[src/design/mams_pkg.sv]
// Constants for the MAC address filter and statistics counter block
package mams_pkg;

    // Register bus
    localparam int          ADDR_W            = 8;
    localparam int          DATA_W            = 32;
    localparam logic [7:0]  HASH_HIGH_OFS     = 8'h00;
    localparam logic [7:0]  CTRL_OFS          = 8'h04;
    localparam logic [7:0]  STATION_BASE_OFS  = 8'h08;
    localparam logic [7:0]  STATION_STRIDE    = 8'h08;
    localparam logic [7:0]  STATION_LOW_OFS   = 8'h04;
    localparam logic [7:0]  COUNT_BASE_OFS    = 8'h40;
    localparam logic [7:0]  COUNT_STRIDE      = 8'h04;

    // Control register fields
    localparam int          CTRL_SPEED100_BIT = 0;
    localparam int          CTRL_HALFDUP_BIT  = 1;
    localparam logic [1:0]  CTRL_RESET        = 2'h0;
    localparam logic [31:0] HASH_HIGH_RESET   = 32'h0000_0000;

    // Station address slots
    localparam int          NUM_SLOTS         = 4;
    localparam int          MAC_W             = 48;
    localparam int          SA_HIGH_W         = 16;

    // Frame status
    localparam int          LEN_W             = 12;
    localparam int          COLL_W            = 5;
    localparam int          HASH_IDX_W        = 6;
    localparam logic [11:0] MIN_FRAME         = 12'h040;
    localparam logic [11:0] MIN_MULTI_FRAME   = 12'h03E;
    localparam logic [11:0] MAX_FRAME         = 12'h5EE;
    localparam logic [4:0]  MAX_RETRY_COLL    = 5'h0F;
    localparam logic [4:0]  ABORT_COLL        = 5'h10;

    // Slot time, 512 bits; a longest wait so it rounds down
    localparam int          SLOT_BITS         = 512;
    localparam int          CLK_NS            = 25;
    localparam int          BIT_NS_100        = 10;
    localparam int          BIT_NS_10         = 100;
    localparam int          SLOT_W            = 12;
    localparam logic [11:0] SLOT_CYC_100      = 12'((SLOT_BITS * BIT_NS_100) / CLK_NS);
    localparam logic [11:0] SLOT_CYC_10       = 12'((SLOT_BITS * BIT_NS_10) / CLK_NS);

    // Counter order and widths, register table order
    localparam int          NUM_CNT           = 18;
    localparam int          CNT_TX_OK         = 0;
    localparam int          CNT_SINGLE_COLL   = 1;
    localparam int          CNT_MULTI_COLL    = 2;
    localparam int          CNT_RX_OK         = 3;
    localparam int          CNT_FCS_ERR       = 4;
    localparam int          CNT_ALIGN_ERR     = 5;
    localparam int          CNT_DEFERRED      = 6;
    localparam int          CNT_LATE_COLL     = 7;
    localparam int          CNT_EXCESS_COLL   = 8;
    localparam int          CNT_TX_UNDERRUN   = 9;
    localparam int          CNT_CARRIER_ERR   = 10;
    localparam int          CNT_RX_DISCARD    = 11;
    localparam int          CNT_RX_OVERRUN    = 12;
    localparam int          CNT_SYMBOL_ERR    = 13;
    localparam int          CNT_TOO_LONG      = 14;
    localparam int          CNT_JABBER        = 15;
    localparam int          CNT_RUNT          = 16;
    localparam int          CNT_HEARTBEAT     = 17;
    localparam int          CNT_WIDTH [NUM_CNT] = '{24, 16, 16, 24, 8, 8, 16, 8, 8,
                                                    8, 8, 16, 8, 8, 8, 8, 8, 8};

endpackage

[src/design/mams_sat_counter.sv]
// Saturating statistics counter that clears when read
`timescale 1ns/1ps
module mams_sat_counter #(
    parameter int WIDTH = 8
) (
    // Clock and reset
    input  wire logic             clk_in,
    input  wire logic             rst_n_in,
    // Control
    input  wire logic             inc_in,
    input  wire logic             clr_in,
    // Value
    output logic [WIDTH-1:0]      count_out
);

    typedef struct packed {
        logic [WIDTH-1:0] count;
    } mams_cnt_state_t;

    mams_cnt_state_t state_q;
    mams_cnt_state_t state_d;

    always_comb begin
        state_d = state_q;
        if (clr_in) begin
            // An event in the read cycle survives as the first new count
            state_d.count = inc_in ? WIDTH'(1) : '0;
        end else if (inc_in && !(&state_q.count)) begin
            state_d.count = state_q.count + WIDTH'(1);
        end
    end

    always_ff @(posedge clk_in or negedge rst_n_in) begin
        if (!rst_n_in) begin
            state_q <= '0;
        end else begin
            state_q <= state_d;
        end
    end

    assign count_out = state_q.count;

endmodule // mams_sat_counter

[src/design/mams_addr_match.sv]
// Destination address recognition against slots and hash filter
`timescale 1ns/1ps
module mams_addr_match (
    // Filter contents
    input  wire logic [63:0]                                       hash_in,
    input  wire logic [mams_pkg::NUM_SLOTS*mams_pkg::MAC_W-1:0]    slots_in,
    // Candidate
    input  wire logic [mams_pkg::MAC_W-1:0]                        dest_in,
    output logic                                                   match_out
);
    import mams_pkg::*;

    logic [NUM_SLOTS-1:0]  slot_hit;
    logic [HASH_IDX_W-1:0] hash_idx;

    genvar g;
    generate
        for (g = 0; g < NUM_SLOTS; g++) begin : g_slot
            assign slot_hit[g] = (slots_in[g*MAC_W +: MAC_W] == dest_in);
        end
    endgenerate

    // Index folds the address into six bits by XOR
    always_comb begin
        hash_idx = '0;
        for (int i = 0; i < MAC_W / HASH_IDX_W; i++) begin
            hash_idx = hash_idx ^ dest_in[i*HASH_IDX_W +: HASH_IDX_W];
        end
    end

    assign match_out = (|slot_hit) | hash_in[hash_idx];

endmodule // mams_addr_match

[src/design/mams_top.sv]
// Address filter registers and frame statistics counters of the MAC
`timescale 1ns/1ps
module mams_top (
    // Clock and reset
    input  wire logic                          clk_in,
    input  wire logic                          rst_n_in,
    // Register port
    input  wire logic [mams_pkg::ADDR_W-1:0]   reg_addr_in,
    input  wire logic [mams_pkg::DATA_W-1:0]   reg_wdata_in,
    input  wire logic                          reg_wr_in,
    input  wire logic                          reg_rd_in,
    output logic [mams_pkg::DATA_W-1:0]        reg_rdata_out,
    // Lower hash bits from the neighbouring register block
    input  wire logic [31:0]                   hash_low_in,
    // Transmit frame status, one pulse per frame end
    input  wire logic                          tx_done_in,
    input  wire logic                          tx_sent_in,
    input  wire logic                          tx_underrun_in,
    input  wire logic                          tx_carrier_lost_in,
    input  wire logic                          tx_deferred_in,
    input  wire logic                          tx_late_coll_in,
    input  wire logic [mams_pkg::COLL_W-1:0]   tx_coll_count_in,
    input  wire logic [mams_pkg::LEN_W-1:0]    tx_length_in,
    // Receive frame status, one pulse per frame end
    input  wire logic                          rx_done_in,
    input  wire logic [mams_pkg::MAC_W-1:0]    rx_dest_in,
    input  wire logic [mams_pkg::LEN_W-1:0]    rx_length_in,
    input  wire logic                          rx_dribble_in,
    input  wire logic                          rx_crc_bad_in,
    input  wire logic                          rx_symbol_err_in,
    input  wire logic                          rx_no_buffer_in,
    input  wire logic                          rx_overrun_in,
    // Media pins
    input  wire logic                          collision_in_pin,
    input  wire logic                          tx_enable_pin,
    // Status
    output logic                               addr_match_out
);
    import mams_pkg::*;

    typedef struct packed {
        logic [31:0]                    hash_high;
        logic [1:0]                     ctrl;
        logic [NUM_SLOTS-1:0][15:0]     sa_high;
        logic [NUM_SLOTS-1:0][31:0]     sa_low;
        logic [DATA_W-1:0]              rdata;
        logic                           match;
        logic [1:0]                     coll_sync;
        logic [1:0]                     txen_sync;
        logic                           txen_prev;
        logic                           sqe_armed;
        logic [SLOT_W-1:0]              sqe_timer;
        logic                           sqe_miss;
    } mams_state_t;

    mams_state_t state_q;
    mams_state_t state_d;

    logic [NUM_CNT-1:0]                   cnt_inc;
    logic [NUM_CNT-1:0]                   cnt_clr;
    logic [NUM_CNT-1:0][DATA_W-1:0]       cnt_val;
    logic [NUM_SLOTS*MAC_W-1:0]           slots_flat;
    logic                                 rx_match;
    logic                                 speed100;
    logic                                 half_duplex;

    assign speed100    = state_q.ctrl[CTRL_SPEED100_BIT];
    assign half_duplex = state_q.ctrl[CTRL_HALFDUP_BIT];

    genvar g;
    generate
        for (g = 0; g < NUM_SLOTS; g++) begin : g_flat
            assign slots_flat[g*MAC_W +: MAC_W] = {state_q.sa_high[g], state_q.sa_low[g]};
        end
    endgenerate

    mams_addr_match u_match (
        .hash_in   ({state_q.hash_high, hash_low_in}),
        .slots_in  (slots_flat),
        .dest_in   (rx_dest_in),
        .match_out (rx_match)
    );

    // Transmit classification
    logic tx_uf;
    logic tx_clean;
    logic tx_len_std;
    logic tx_len_multi;
    logic tx_abort;

    assign tx_uf        = tx_done_in & tx_underrun_in;
    assign tx_clean     = tx_done_in & !tx_underrun_in & !tx_carrier_lost_in;
    assign tx_len_std   = (tx_length_in >= MIN_FRAME) && (tx_length_in <= MAX_FRAME);
    assign tx_len_multi = (tx_length_in >= MIN_MULTI_FRAME) && (tx_length_in <= MAX_FRAME);
    assign tx_abort     = (tx_coll_count_in >= ABORT_COLL);

    // Receive classification
    logic rx_rec;
    logic rx_sym;
    logic rx_any;
    logic rx_err;
    logic rx_len_std;
    logic rx_long;
    logic rx_short;

    assign rx_rec     = rx_done_in & rx_match;
    // A recognized frame with a symbol error is counted there alone
    assign rx_sym     = rx_rec & rx_symbol_err_in;
    assign rx_any     = rx_done_in & !rx_sym;
    assign rx_err     = rx_crc_bad_in | rx_symbol_err_in;
    assign rx_len_std = (rx_length_in >= MIN_FRAME) && (rx_length_in <= MAX_FRAME);
    assign rx_long    = (rx_length_in > MAX_FRAME);
    assign rx_short   = (rx_length_in < MIN_FRAME);

    always_comb begin
        cnt_inc = '0;
        // Underrun frames touch only their own counter
        cnt_inc[CNT_TX_UNDERRUN] = tx_uf;
        cnt_inc[CNT_TX_OK]       = tx_done_in & !tx_underrun_in & tx_sent_in;
        cnt_inc[CNT_SINGLE_COLL] = tx_clean & tx_sent_in
                                   & (tx_coll_count_in == COLL_W'(1));
        cnt_inc[CNT_MULTI_COLL]  = tx_clean & tx_sent_in & tx_len_multi
                                   & (tx_coll_count_in > COLL_W'(1))
                                   & (tx_coll_count_in <= MAX_RETRY_COLL);
        cnt_inc[CNT_DEFERRED]    = tx_done_in & !tx_underrun_in & tx_deferred_in
                                   & (tx_coll_count_in == '0);
        // Late collisions also appear in the collision counts above
        cnt_inc[CNT_LATE_COLL]   = tx_clean & tx_late_coll_in;
        cnt_inc[CNT_EXCESS_COLL] = tx_clean & tx_abort & tx_len_std;
        cnt_inc[CNT_CARRIER_ERR] = tx_done_in & !tx_underrun_in & half_duplex
                                   & tx_carrier_lost_in & !tx_abort;
        cnt_inc[CNT_HEARTBEAT]   = state_q.sqe_miss;

        cnt_inc[CNT_SYMBOL_ERR]  = rx_sym;
        cnt_inc[CNT_RX_OK]       = rx_rec & !rx_sym & rx_len_std & !rx_crc_bad_in;
        cnt_inc[CNT_FCS_ERR]     = rx_rec & !rx_sym & rx_len_std
                                   & !rx_dribble_in & rx_crc_bad_in;
        cnt_inc[CNT_ALIGN_ERR]   = rx_rec & !rx_sym & rx_len_std
                                   & rx_dribble_in & rx_crc_bad_in;
        cnt_inc[CNT_RX_DISCARD]  = rx_rec & !rx_sym & rx_no_buffer_in;
        cnt_inc[CNT_RX_OVERRUN]  = rx_rec & !rx_sym & rx_overrun_in;
        cnt_inc[CNT_TOO_LONG]    = rx_any & rx_long & !rx_err;
        cnt_inc[CNT_JABBER]      = rx_any & rx_long & rx_err;
        cnt_inc[CNT_RUNT]        = rx_any & rx_short & !rx_err;
    end

    // Counter bank, one saturating clear-on-read counter per statistic
    generate
        for (g = 0; g < NUM_CNT; g++) begin : g_cnt
            localparam int W = CNT_WIDTH[g];
            logic [W-1:0] value;

            assign cnt_clr[g] = reg_rd_in
                                && (reg_addr_in == 8'(COUNT_BASE_OFS + COUNT_STRIDE * g));

            mams_sat_counter #(
                .WIDTH (W)
            ) u_cnt (
                .clk_in    (clk_in),
                .rst_n_in  (rst_n_in),
                .inc_in    (cnt_inc[g]),
                .clr_in    (cnt_clr[g]),
                .count_out (value)
            );

            assign cnt_val[g] = {{(DATA_W - W){1'b0}}, value};
        end
    endgenerate

    // Register file, heartbeat monitor and read path
    always_comb begin
        logic [ADDR_W-1:0] slot_ofs;
        logic [DATA_W-1:0] rd;
        state_d  = state_q;
        slot_ofs = '0;
        rd       = '0;

        // Pins pass two flops before anything looks at them
        state_d.coll_sync = {state_q.coll_sync[0], collision_in_pin};
        state_d.txen_sync = {state_q.txen_sync[0], tx_enable_pin};
        state_d.txen_prev = state_q.txen_sync[1];
        state_d.sqe_miss  = 1'b0;
        state_d.match     = rx_match;

        // Heartbeat window opens when transmit enable falls
        if (state_q.txen_prev && !state_q.txen_sync[1]) begin
            state_d.sqe_armed = 1'b1;
            state_d.sqe_timer = speed100 ? SLOT_CYC_100 : SLOT_CYC_10;
        end else if (state_q.sqe_armed) begin
            if (state_q.coll_sync[1]) begin
                state_d.sqe_armed = 1'b0;
            end else if (state_q.sqe_timer == '0) begin
                state_d.sqe_armed = 1'b0;
                state_d.sqe_miss  = 1'b1;
            end else begin
                state_d.sqe_timer = state_q.sqe_timer - SLOT_W'(1);
            end
        end

        if (reg_wr_in) begin
            if (reg_addr_in == HASH_HIGH_OFS) begin
                state_d.hash_high = reg_wdata_in;
            end
            if (reg_addr_in == CTRL_OFS) begin
                state_d.ctrl = reg_wdata_in[1:0];
            end
            for (int i = 0; i < NUM_SLOTS; i++) begin
                slot_ofs = 8'(STATION_BASE_OFS + STATION_STRIDE * i);
                if (reg_addr_in == slot_ofs) begin
                    state_d.sa_high[i] = reg_wdata_in[SA_HIGH_W-1:0];
                end
                if (reg_addr_in == 8'(slot_ofs + STATION_LOW_OFS)) begin
                    state_d.sa_low[i] = reg_wdata_in;
                end
            end
        end

        if (reg_rd_in) begin
            if (reg_addr_in == HASH_HIGH_OFS) begin
                rd = state_q.hash_high;
            end
            if (reg_addr_in == CTRL_OFS) begin
                rd = {30'h0000_0000, state_q.ctrl};
            end
            for (int i = 0; i < NUM_SLOTS; i++) begin
                slot_ofs = 8'(STATION_BASE_OFS + STATION_STRIDE * i);
                if (reg_addr_in == slot_ofs) begin
                    rd = {16'h0000, state_q.sa_high[i]};
                end
                if (reg_addr_in == 8'(slot_ofs + STATION_LOW_OFS)) begin
                    rd = state_q.sa_low[i];
                end
            end
            for (int i = 0; i < NUM_CNT; i++) begin
                if (cnt_clr[i]) begin
                    rd = cnt_val[i];
                end
            end
        end
        // Read data stands for one cycle only; unmapped reads return zero
        state_d.rdata = rd;
    end

    always_ff @(posedge clk_in or negedge rst_n_in) begin
        if (!rst_n_in) begin
            state_q           <= '0;
            state_q.hash_high <= HASH_HIGH_RESET;
            state_q.ctrl      <= CTRL_RESET;
        end else begin
            state_q <= state_d;
        end
    end

    assign reg_rdata_out  = state_q.rdata;
    assign addr_match_out = state_q.match;

endmodule // mams_top

[config.mk]
export PLATFORM = sky130hd
export DESIGN_NAME = mams_top
export DESIGN_NICKNAME = d
export VERILOG_FILES = /design/src/design/mams_pkg.sv /design/src/design/mams_sat_counter.sv /design/src/design/mams_addr_match.sv /design/src/design/mams_top.sv
export SDC_FILE = /design/constraint.sdc
export NUM_CORES = 1
export LEC_CHECK = 0
export BUFFER_PORTS_ARGS = -buffer_cell sky130_fd_sc_hd__buf_2
export CAP_MARGIN = 10
export CELL_PAD_IN_SITES_DETAIL_PLACEMENT = 1
export CELL_PAD_IN_SITES_GLOBAL_PLACEMENT = 2
export CORE_ASPECT_RATIO = 0.6
export CORE_UTILIZATION = 43
export CTS_CLUSTER_SIZE = 14
export DETAILED_ROUTE_END_ITERATION = 10
export GPL_ROUTABILITY_DRIVEN = 1
export PLACE_DENSITY_LB_ADDON = 0.08
export SLEW_MARGIN = 15
export SYNTH_ARGS = -nofsm -noshare
export SYNTH_HDL_FRONTEND = slang
export SYNTH_HIERARCHICAL = 1
export SYNTH_SLANG_ARGS = --single-unit
[constraint.sdc]
create_clock -name clk_in -period 7.24 [get_ports clk_in]
set_input_delay 1.448 -clock clk_in [delete_from_list [all_inputs] [get_ports clk_in]]
set_output_delay 1.448 -clock clk_in [all_outputs]
set_load 0.005 [all_outputs]
After elaboration in Yosys (flattened, before gate mapping):

Cells that the tools add are included.

* register bits: 486
* latch bits: 0
* memory bits (writable): 0
* memory bits (read-only): 0
* bits of input ports: 167
* output and inout port bits: 33
* memories kept: 0

* add/sub/neg operators: 19
* multiply operators: 0
* divide/modulo/power cells: 0
* magnitude comparators: 11
* equality and inequality tests: 34
* shift-type cells: 0
* muxes and demuxes: 94
* bitwise gates (word level): 43
* reduce and logical (&&, ||, !) cells: 118

Operators with widths (count)
* 2-to-1 mux 32 bit: 29
* == test 48 bit: 4
* 2-to-1 mux 8 bit: 24
* == test 8 x 7 -> 1 bit, second input constant: 16
* 2-to-1 mux 16 bit: 8
* adder 8 x 1 -> 8 bit, second input constant: 12
* 2-to-1 mux 24 bit: 4
* AND reduction 8 bit: 12
* adder 16 x 1 -> 16 bit, second input constant: 4
* AND reduction 16 bit: 4
* adder 24 x 1 -> 24 bit, second input constant: 2
* AND reduction 24 bit: 2
* XOR 6 bit: 7
* logical AND 1 bit: 40
* nonzero test 2 bit: 19
* bitwise AND 1 bit: 34
* == test 8 x 5 -> 1 bit, second input constant: 4
* zero test 1 bit: 26
* 2-to-1 mux 13 bit: 2
* greater-or-equal comparator 12 x 7 -> 1 bit, second input constant: 2
* <= comparator 12 x 11 -> 1 bit, second input constant: 2
* 2-to-1 mux 12 bit: 2
* 2-to-1 mux 1 bit: 23
* AND reduction 2 bit: 10
* other kinds (23): 27

Depth between registers and ports, before layout:

Gate-level depths: netlist of run 1.

* word-level depth: 30
* mapped depth: 21
* gate-level depth less buffers: 17

Modules after synthesis:

The synthesis of run 1 kept the hierarchy.

By module, submodules not included
* mams_top: times used 1, cells an instance 1342, area an instance 14630.3 um2, seq. area each 6956.7 um2
* mams_sat_counter (g_cnt[10].u_cnt ...): times used 12, cells an instance 50, area an instance 478.0 um2, seq. area each 200.2 um2
* mams_sat_counter (g_cnt[11].u_cnt ...): times used 4, cells an instance 91, area an instance 888.4 um2, seq. area each 400.4 um2
* mams_addr_match: times used 1, cells an instance 405, area an instance 3350.7 um2, seq. area each 0.0 um2
* mams_sat_counter (g_cnt[0].u_cnt ...): times used 2, cells an instance 148, area an instance 1365.1 um2, seq. area each 600.6 um2

Worst setup path before layout of run 1:

OpenSTA, ideal clock, no wires.

* kind: input -> register
* start point: input rx_dest_in[0] (netlist name)
* end point: register g_cnt[15].u_cnt.state_q, in the netlist g_cnt[15].u_cnt/count_out[3]
* setup time: 0.125 ns
* arrival time: 4.822 ns
* required time: 7.115 ns
* setup slack: 2.293 ns
* stages on the path: 15
* cells stage by stage: buf_4 > xnor2_1 > xnor2_1 > xnor2_1 > buf_6 > mux4_1 > mux2_2 > nand2_1 > nand3_1 > o22a_1 > and3_1 > nor3_1 > nand4_1 > a21oi_2 > mux2_4

* cells in the longest elaborated chain, start to end: 18
* elaborated cells between the ends (all ways): 23
* those cells by class: 4 x eq/ne; 2 x mux; 13 x bitwise; 4 x reduce/logical

Ends and longest elaborated chain
* start: declaration: line mams_top.sv:26 `input wire logic [mams_pkg::MAC_W-1:0] rx_dest_in,`
* XOR 6 bit (7 in a row): line mams_addr_match.sv:27 `hash_idx = hash_idx ^ dest_in[i*HASH_IDX_W +: HASH_IDX_W];`
* binary-select mux 1 bit (select 6 bit): line mams_addr_match.sv:31 `assign match_out = (|slot_hit) | hash_in[hash_idx];`
* 2-to-1 mux 1 bit (not written as such): line mams_addr_match.sv:31
* bitwise OR 1 bit (*): line mams_addr_match.sv:31
* via rx_match: line mams_top.sv:63 `logic rx_match;`
* bitwise AND 1 bit (*): line mams_top.sv:106 `assign rx_rec = rx_done_in & rx_match;`
* bitwise AND 1 bit (*): line mams_top.sv:108 `assign rx_sym = rx_rec & rx_symbol_err_in;`
* via cnt_inc[13]: line mams_top.sv:59 `logic [NUM_CNT-1:0] cnt_inc;`
* zero test 1 bit (*): line mams_top.sv:109 `assign rx_any = rx_done_in & !rx_sym;`
* bitwise AND 1 bit (*): line mams_top.sv:109
* bitwise AND 1 bit (*) (2 in a row): line mams_top.sv:143 `cnt_inc[CNT_JABBER] = rx_any & rx_long & rx_err;`
* via cnt_inc[15]: line mams_top.sv:59
* logical AND 1 bit (*): line mams_sat_counter.sv:28 `end else if (inc_in && !(&state_q.count)) begin`
* nonzero test 2 bit (no line) (*)
* end signal: assignment: line mams_sat_counter.sv:37 `state_q <= state_d;`
* end: declaration: line mams_sat_counter.sv:20 `mams_cnt_state_t state_q;`

The timed path passes the listed nets; every way through them passes the cells marked *. The select of a mux whose other input is x is not followed.
A chain may end at the register's enable or synchronous reset.

Worst setup path after layout of run 1:

* start point: input rx_dest_in[41] (netlist name)
* end point: register g_cnt[3].u_cnt.state_q, in the netlist g_cnt[3].u_cnt/count_out[23]

* cells in the longest elaborated chain, start to end: 13
* elaborated cells between the ends (all ways): 18
* those cells by class: 4 x eq/ne; 2 x mux; 8 x bitwise; 4 x reduce/logical

Ends and longest elaborated chain
* XOR 6 bit (2 in a row): line mams_addr_match.sv:27
* binary-select mux 1 bit (select 6 bit): line mams_addr_match.sv:31
* 2-to-1 mux 1 bit (not written as such): line mams_addr_match.sv:31
* bitwise OR 1 bit (*): line mams_addr_match.sv:31
* via rx_match: line mams_top.sv:63
* bitwise AND 1 bit (*): line mams_top.sv:106
* bitwise AND 1 bit: line mams_top.sv:108
* zero test 1 bit: line mams_top.sv:135 `cnt_inc[CNT_RX_OK] = rx_rec & !rx_sym & rx_len_std & !rx_crc_bad_in;`
* bitwise AND 1 bit (*) (3 in a row): line mams_top.sv:135
* via cnt_inc[3]: line mams_top.sv:59
* logical AND 1 bit (*): line mams_sat_counter.sv:28
* nonzero test 2 bit (no line) (*)
* end signal: assignment: line mams_sat_counter.sv:37
* end: declaration: line mams_sat_counter.sv:20

Marks and branches as above.

==> metrics, run 1 <==
root buf cell clkbuf_16; WL final 133 mm; Tot GR Track Use 0.374; dominant synthesized flop cell dfrtp_1; pin count of the biggest net entering global routing 121; ANT nets after route 0; First DRT Iteration DRCs 3310; Starting Density 0.438; Die Ht 207 µm; Pins Over Slew Limit 0; worst r2r src slots_flat[41]; Post-route DRC 0; setup_tns 0 ps; routed vias 26800; die area 0.0709 mm²; hold_buf cts 0; CP Launch Type input port; Syn. warnings 6; average cell area after synthesis 9.98 µm²; IO Count 200; Slew headroom 0.193; Layout Utilization 0.484; CTS sink cnt 486; Setup Fix Bufs, Post-CTS 0; Synth Cell Area 0.0300 mm²; fin crit share 0.815; post-synth top area cell dfrtp_1; asr flop ratio synth 1.00; area growth from synthesis to layout 10.5%; core footprint 0.0685 mm²; Synth Instances 3007; most common cell after layout, fill and taps aside dfrtp_1; DR pass1 iterations 7; Data arrival, critical path 6440 ps; post-synthesis cell type count 103; Worst-Margin Slew 1210 ps; Leak 0.0141 µW; CP max FO 17; nets 3267; port bufs 199; Post-synth EDFFs 0; synth top area cells dfrtp_1, mux2_2, xnor2_1, a21oi_1, nor2_1; Vias/cell 6.65; Setup CP Type in2reg; Hold Path Class reg2reg; Final Critical Period 5900 ps; Seq/Total Area, Yosys 0.405; antenna violations before repair 10; endpoints failing hold 0; wire per inst 32.9 µm; CP endpoint kind flop; Clock Path Buffers 3; Die X 343 µm; hold path start state_d[18]; Reg clk slew, reported paths 60 ps; most frequent cells in the layout dfrtp_1, xnor2_1, mux2_2; Rows 74; # setup viols final 0; GRT overflow 0; synthesis-stage register bit count 486; htree depth 2; max cap viols 0; dpl hpwl 103 mm; Synth Net Count 3194; Max Clk Rate 170 MHz; unrepaired setup endpoints after global routing no; GP Congestion 1.01; Max IR drop VDD 0.000223 V; share of cells above drive strength 1 0.209; worst-skew pair later-pin latency 650 ps; post-CTS sizing 0; number of global-route vias before repair 26400; required time of the critical path 7790 ps; outcome complete, no violations; Clock Skew 28.9 ps; share of the synthesized area in the top cell type 0.405; first-pass GRT wire length 192 mm; PD cells 232 mW/mm²; TritonCTS clock tree done; CTS Buf Count 51; Setup crit start rx_dest_in[41]
## worst max-delay path: stages
cell	delay, ps
buf_2	180
xnor2_1	710
nand4_1	240
nor4_1	720
nand3_1	390
nand4_1	230
nor2_1	70
o2111ai_1	90
o22a_1	550
nand2_1	110
nor2_1	250
nand3_1	110
nor2_1	210
nand2_1	130
a31o_4	310
or4_1	520
a21oi_1	160
## power breakdown
| group | total, µW | switching, µW | internal [µW] |
|---|---|---|---|
| clock | 3030 | 1250 | 1780 |
| sequential | 3350 | 420 | 2930 |
| combinational | 1310 | 793 | 520 |
| total | 7700 | 2460 | 5230 |
## layout make-up
type,count,area [µm²]
fillers,7618,35400
multi-input cells,2244,16400
flip-flops and latches,486,12200
clock buffers,68,1430
repair buffers,246,1370
well taps,912,1140
clock inverters,27,430
inverters,51,191
diodes,3,7.51
## synth_stat cells (61+ instances only)
master,count
xor2_1,62
clkbuf_1,78
nor2_1,191
o21ai_0,72
nand4_1,100
xnor2_1,249
mux2_2,229
dfrtp_1,486
buf_2,61
nand3_1,91
nand2_1,172
a21oi_1,182
## path summary, 6_finish.rpt
path | cells past startpoint | slack, ps | endpoint
min in group asynchronous | 1 | 850 | slots_flat[164]
max in group asynchronous | 2 | 4830 | state_q[247]
hold / removal | 0 | 370 | state_q[18]
setup reg to reg | 16 | 1910 | g_cnt[3].u_cnt/count_out[23]
hold reg to reg | 0 | 370 | state_q[18]
setup / recovery | 17 | 1340 | g_cnt[3].u_cnt/count_out[23]
## logic make-up (layout without fill, tap and decap cells)
family | count (synthesis) | in the layout | share of synthesized area
other cells | 0 | 3 | 0
xor+xnor | 311 | 311 | 0.0908
compound gates | 712 | 712 | 0.164
mux | 289 | 289 | 0.114
fa+ha+maj | 20 | 20 | 0.00834
simple gates | 912 | 912 | 0.168
buf+inv | 277 | 392 | 0.0490
flops | 486 | 486 | 0.405
## metal layers
layer | wire [µm] | global-route usage
met5 | 91 | 0
met4 | 1690 | 0.0546
met3 | 17000 | 0.154
met2 | 50400 | 0.477
met1 | 63600 | 0.581
## state kept, by name, indices dropped and copies added, names as in the netlist
name,count
state_q,47
speed100,1
half_duplex,1
slots_flat,192
reg_rdata_out,32
g_cnt.u_cnt/count_out,208
state_d,3
cnt_inc,1
addr_match_out,1
## per-stage QoR
step                hold slack, ps  worst slack (ps)  power, µW  instances  instance area (µm²)
floorplan                      331              2290       4020       3007                30000
global placement               340               947       4580       3939                31300
detailed placement             356               890       4650       3939                31300
CTS                            365              1540       7670       4034                33100
global route                   375              1240       7960       4034                33100
finish                         373              1340       7700       4037                33100
Power figures use the tool's default switching activity.
==> run 2: changes to the inputs <==
Settings changed: ABC_AREA set to 1, CORE_UTILIZATION 43 to 36.
Clock period 7.24 ns to 6 ns, I/O delays scaled along.
==> metrics, run 2 <==
most frequent cells in the layout nand2_1, dfrtp_1, nand3_1; outcome complete, no violations; worst reg2reg setup slack 1680 ps (-230 ps); Non-Filler Instances 5642 (+40%); GRT overflow 0 (unchanged); Post-route DRC 0 (unchanged); CP max FO 15 (-2); Worst path slowest cell nor4_1; area growth from synthesis to layout 11.5%; Layout Utilization 0.410 (-0.0739); IO Count 200 (unchanged); core footprint 0.0864 mm² (+26%); CP endpoint kind flop; htree depth 2 (unchanged); Slew headroom 0.140 (-0.0537); routed vias 30900 (+15%); asr flop ratio synth 1.00 (unchanged); fin crit share 0.809; worst-skew pair later-pin latency 650 ps (about the same); Clock Path Buffers 3 (unchanged); CP most frequent cell inv_1; PD cells 263 mW/mm² (+13%); Synth Cell Area 0.0317 mm² (+5.8%); Post-synth EDFFs 0 (unchanged); Setup CP Type in2reg; most common cell after layout, fill and taps aside nand2_1; critical path depth in cells 20 (+3); port bufs 199 (unchanged); CP Cell Sequence buf_2, inv_1, or2_2, o2111ai_1, nor4_1, nand4_1, o21ai_0, nor2_1, nand3_1, inv_1, nor3_1, buf_4, inv_1, nor4_2, buf_4, inv_1, a21oi_2, buf_4, nand4_1, nand2_1; endpoints failing hold 0 (unchanged); Setup Fix Bufs, Post-CTS 0 (unchanged); CTS sink cnt 486 (unchanged); wire per inst 24.2 µm (-26%); Hold Path End state_q[18]; share of cells above drive strength 1 0.148 (-0.0611); Data arrival, critical path 5410 ps (-1030 ps); synthesis-stage register bit count 486 (unchanged); die area 0.0894 mm² (+26%); CP Launch Type input port; post-synth top area cell dfrtp_1; TritonCTS clock tree done; dominant synthesized flop cell dfrtp_1; pin count of the biggest net entering global routing 141 (+17%); nets 4636 (+42%); Reg clk slew, reported paths 60 ps (about the same); Synth Net Count 4527 (+42%); Starting Density 0.367 (-0.0705); Final Critical Period 4850 ps; crit-path max cell delay 710 ps (about the same); Clock Skew 41.3 ps (+12.4 ps); post-CTS sizing 0 (unchanged); unrepaired setup endpoints after global routing no; Synth Instances 4340 (+44%); root buf cell clkbuf_16; Vias/cell 5.47 (-18%); ANT nets after route 0 (unchanged); kind of cell adding the most delay to the critical path simple AND/OR/NAND/NOR gates; worst r2r src slots_flat[123]; Hold Path Class reg2reg; crit path buf inv count 8 (+7); Max IR drop VDD 0.000210 V (-5.9%); Max Clk Rate 206 MHz; hold path start state_d[18]; Rows 83 (+12%); Reg2Reg Depth 18 (+2); # setup viols final 0 (unchanged); GP Congestion 1.09 (+7.5%); hold path depth 0 (unchanged); First DRT Iteration DRCs 2926 (-12%); Pins Over Slew Limit 0 (unchanged); sw frac 0.329 (+0.00939); most instantiated cells after synthesis nand2_1, dfrtp_1, nand3_1, inv_1, nor2_1; Tot GR Track Use 0.305 (-0.0691); Die X 385 µm (+12%); WL final 136 mm (+2.8%); Seq/Total Area, Yosys 0.383 (-0.0223); Seq pwr share 0.433 (-0.003); Die Ht 232 µm (+12%); share of the synthesized area in the top cell type 0.383 (-0.0223); DR pass1 iterations 5 (-2); dpl hpwl 105 mm (+2.8%); Largest register FFs 208 (unchanged); most frequent cell after synthesis nand2_1; max cap viols 0 (unchanged); required time of the critical path 6560 ps (-1230 ps); cell internal pwr 6240 µW (+19%); setup_tns 0 ps (unchanged); Comb pwr share 0.167 (-0.003); Syn. warnings 6 (unchanged); number of global-route vias before repair 29600 (+12%); Leak 0.0166 µW (+17%); Worst-Margin Slew 1280 ps (+77.9 ps); Sw Pwr 3070 µW (+24%); antenna violations before repair 6 (-4); CTS Buf Count 54 (+5.9%); average cell area after synthesis 7.31 µm² (-27%); post-synthesis cell type count 57 (-45%); synth top area cells dfrtp_1, nand2_1, nand3_1, xnor2_1, o21ai_0; worst reg2reg path endpoint g_cnt[3].u_cnt/count_out[18]; part of the power in the clock network 0.400 (+0.006); Post-Place Cells 5540 (+41%); hold_buf cts 0 (unchanged); first-pass GRT wire length 203 mm (+5.6%)
## run 2: how the worst max path moves through the flow
| stage | from | to | slack (ps) |
|---|---|---|---|
| floorplan | rx_dest_in[18] | g_cnt[3].u_cnt/count_out[18] | 1850 |
| global placement | rx_dest_in[18] | g_cnt[3].u_cnt/count_out[19] | 830 |
| detailed placement | rx_dest_in[18] | g_cnt[3].u_cnt/count_out[18] | 710 |
| CTS | rx_dest_in[18] | g_cnt[3].u_cnt/count_out[18] | 1360 |
| global route | rx_dest_in[12] | g_cnt[3].u_cnt/count_out[22] | 1010 |
| finish | rx_dest_in[11] | g_cnt[3].u_cnt/count_out[18] | 1150 |
## run 2: cells by family (layout without fill, tap and decap cells)
kind of cell / after synthesis / in the layout / synth area share
xor+xnor: 236 / 236 / 0.0656
other cells: 0 / 3 / 0
compound gates: 581 / 581 / 0.106
flops: 486 / 486 / 0.383
buf+inv: 590 / 742 / 0.0831
simple gates: 2427 / 2427 / 0.354
fa+ha+maj: 20 / 20 / 0.00788
## run 2: area by class of cell
cell class | instances | area, µm²
multi-input cells | 3264 | 17000
repair buffers | 245 | 1380
clock buffers | 76 | 1600
well taps | 1147 | 1440
diodes | 3 | 7.51
flip-flops and latches | 486 | 12200
inverters | 398 | 1540
fillers | 10800 | 51000
clock inverters | 23 | 315
## run 2: stage by stage
step	area, µm²	worst slack [ps]	hold slack [ps]	total power (µW)
global route	35400	1010	366	9700
detailed placement	33500	714	344	5580
global placement	33500	830	333	5560
floorplan	31700	1850	331	4920
CTS	35400	1360	357	9340
finish	35400	1150	357	9310
## run 2: power groups by stage
stage | registers (µW) | logic [µW] | clock network [µW]
floorplan | 3840 | 1090 | 0
global placement | 4060 | 1490 | 0
detailed placement | 4060 | 1520 | 0
CTS | 4010 | 1530 | 3800
global route | 4060 | 1720 | 3910
finish | 4030 | 1550 | 3730
## run 2: layer usage
layer,track usage,vias to the layer above,share of wire
met1,0.495,15400,0.52
met4,0.0367,4,0.0098
met5,0,-,0.00016
li1,-,14400,-
met3,0.114,104,0.11
met2,0.372,1021,0.36
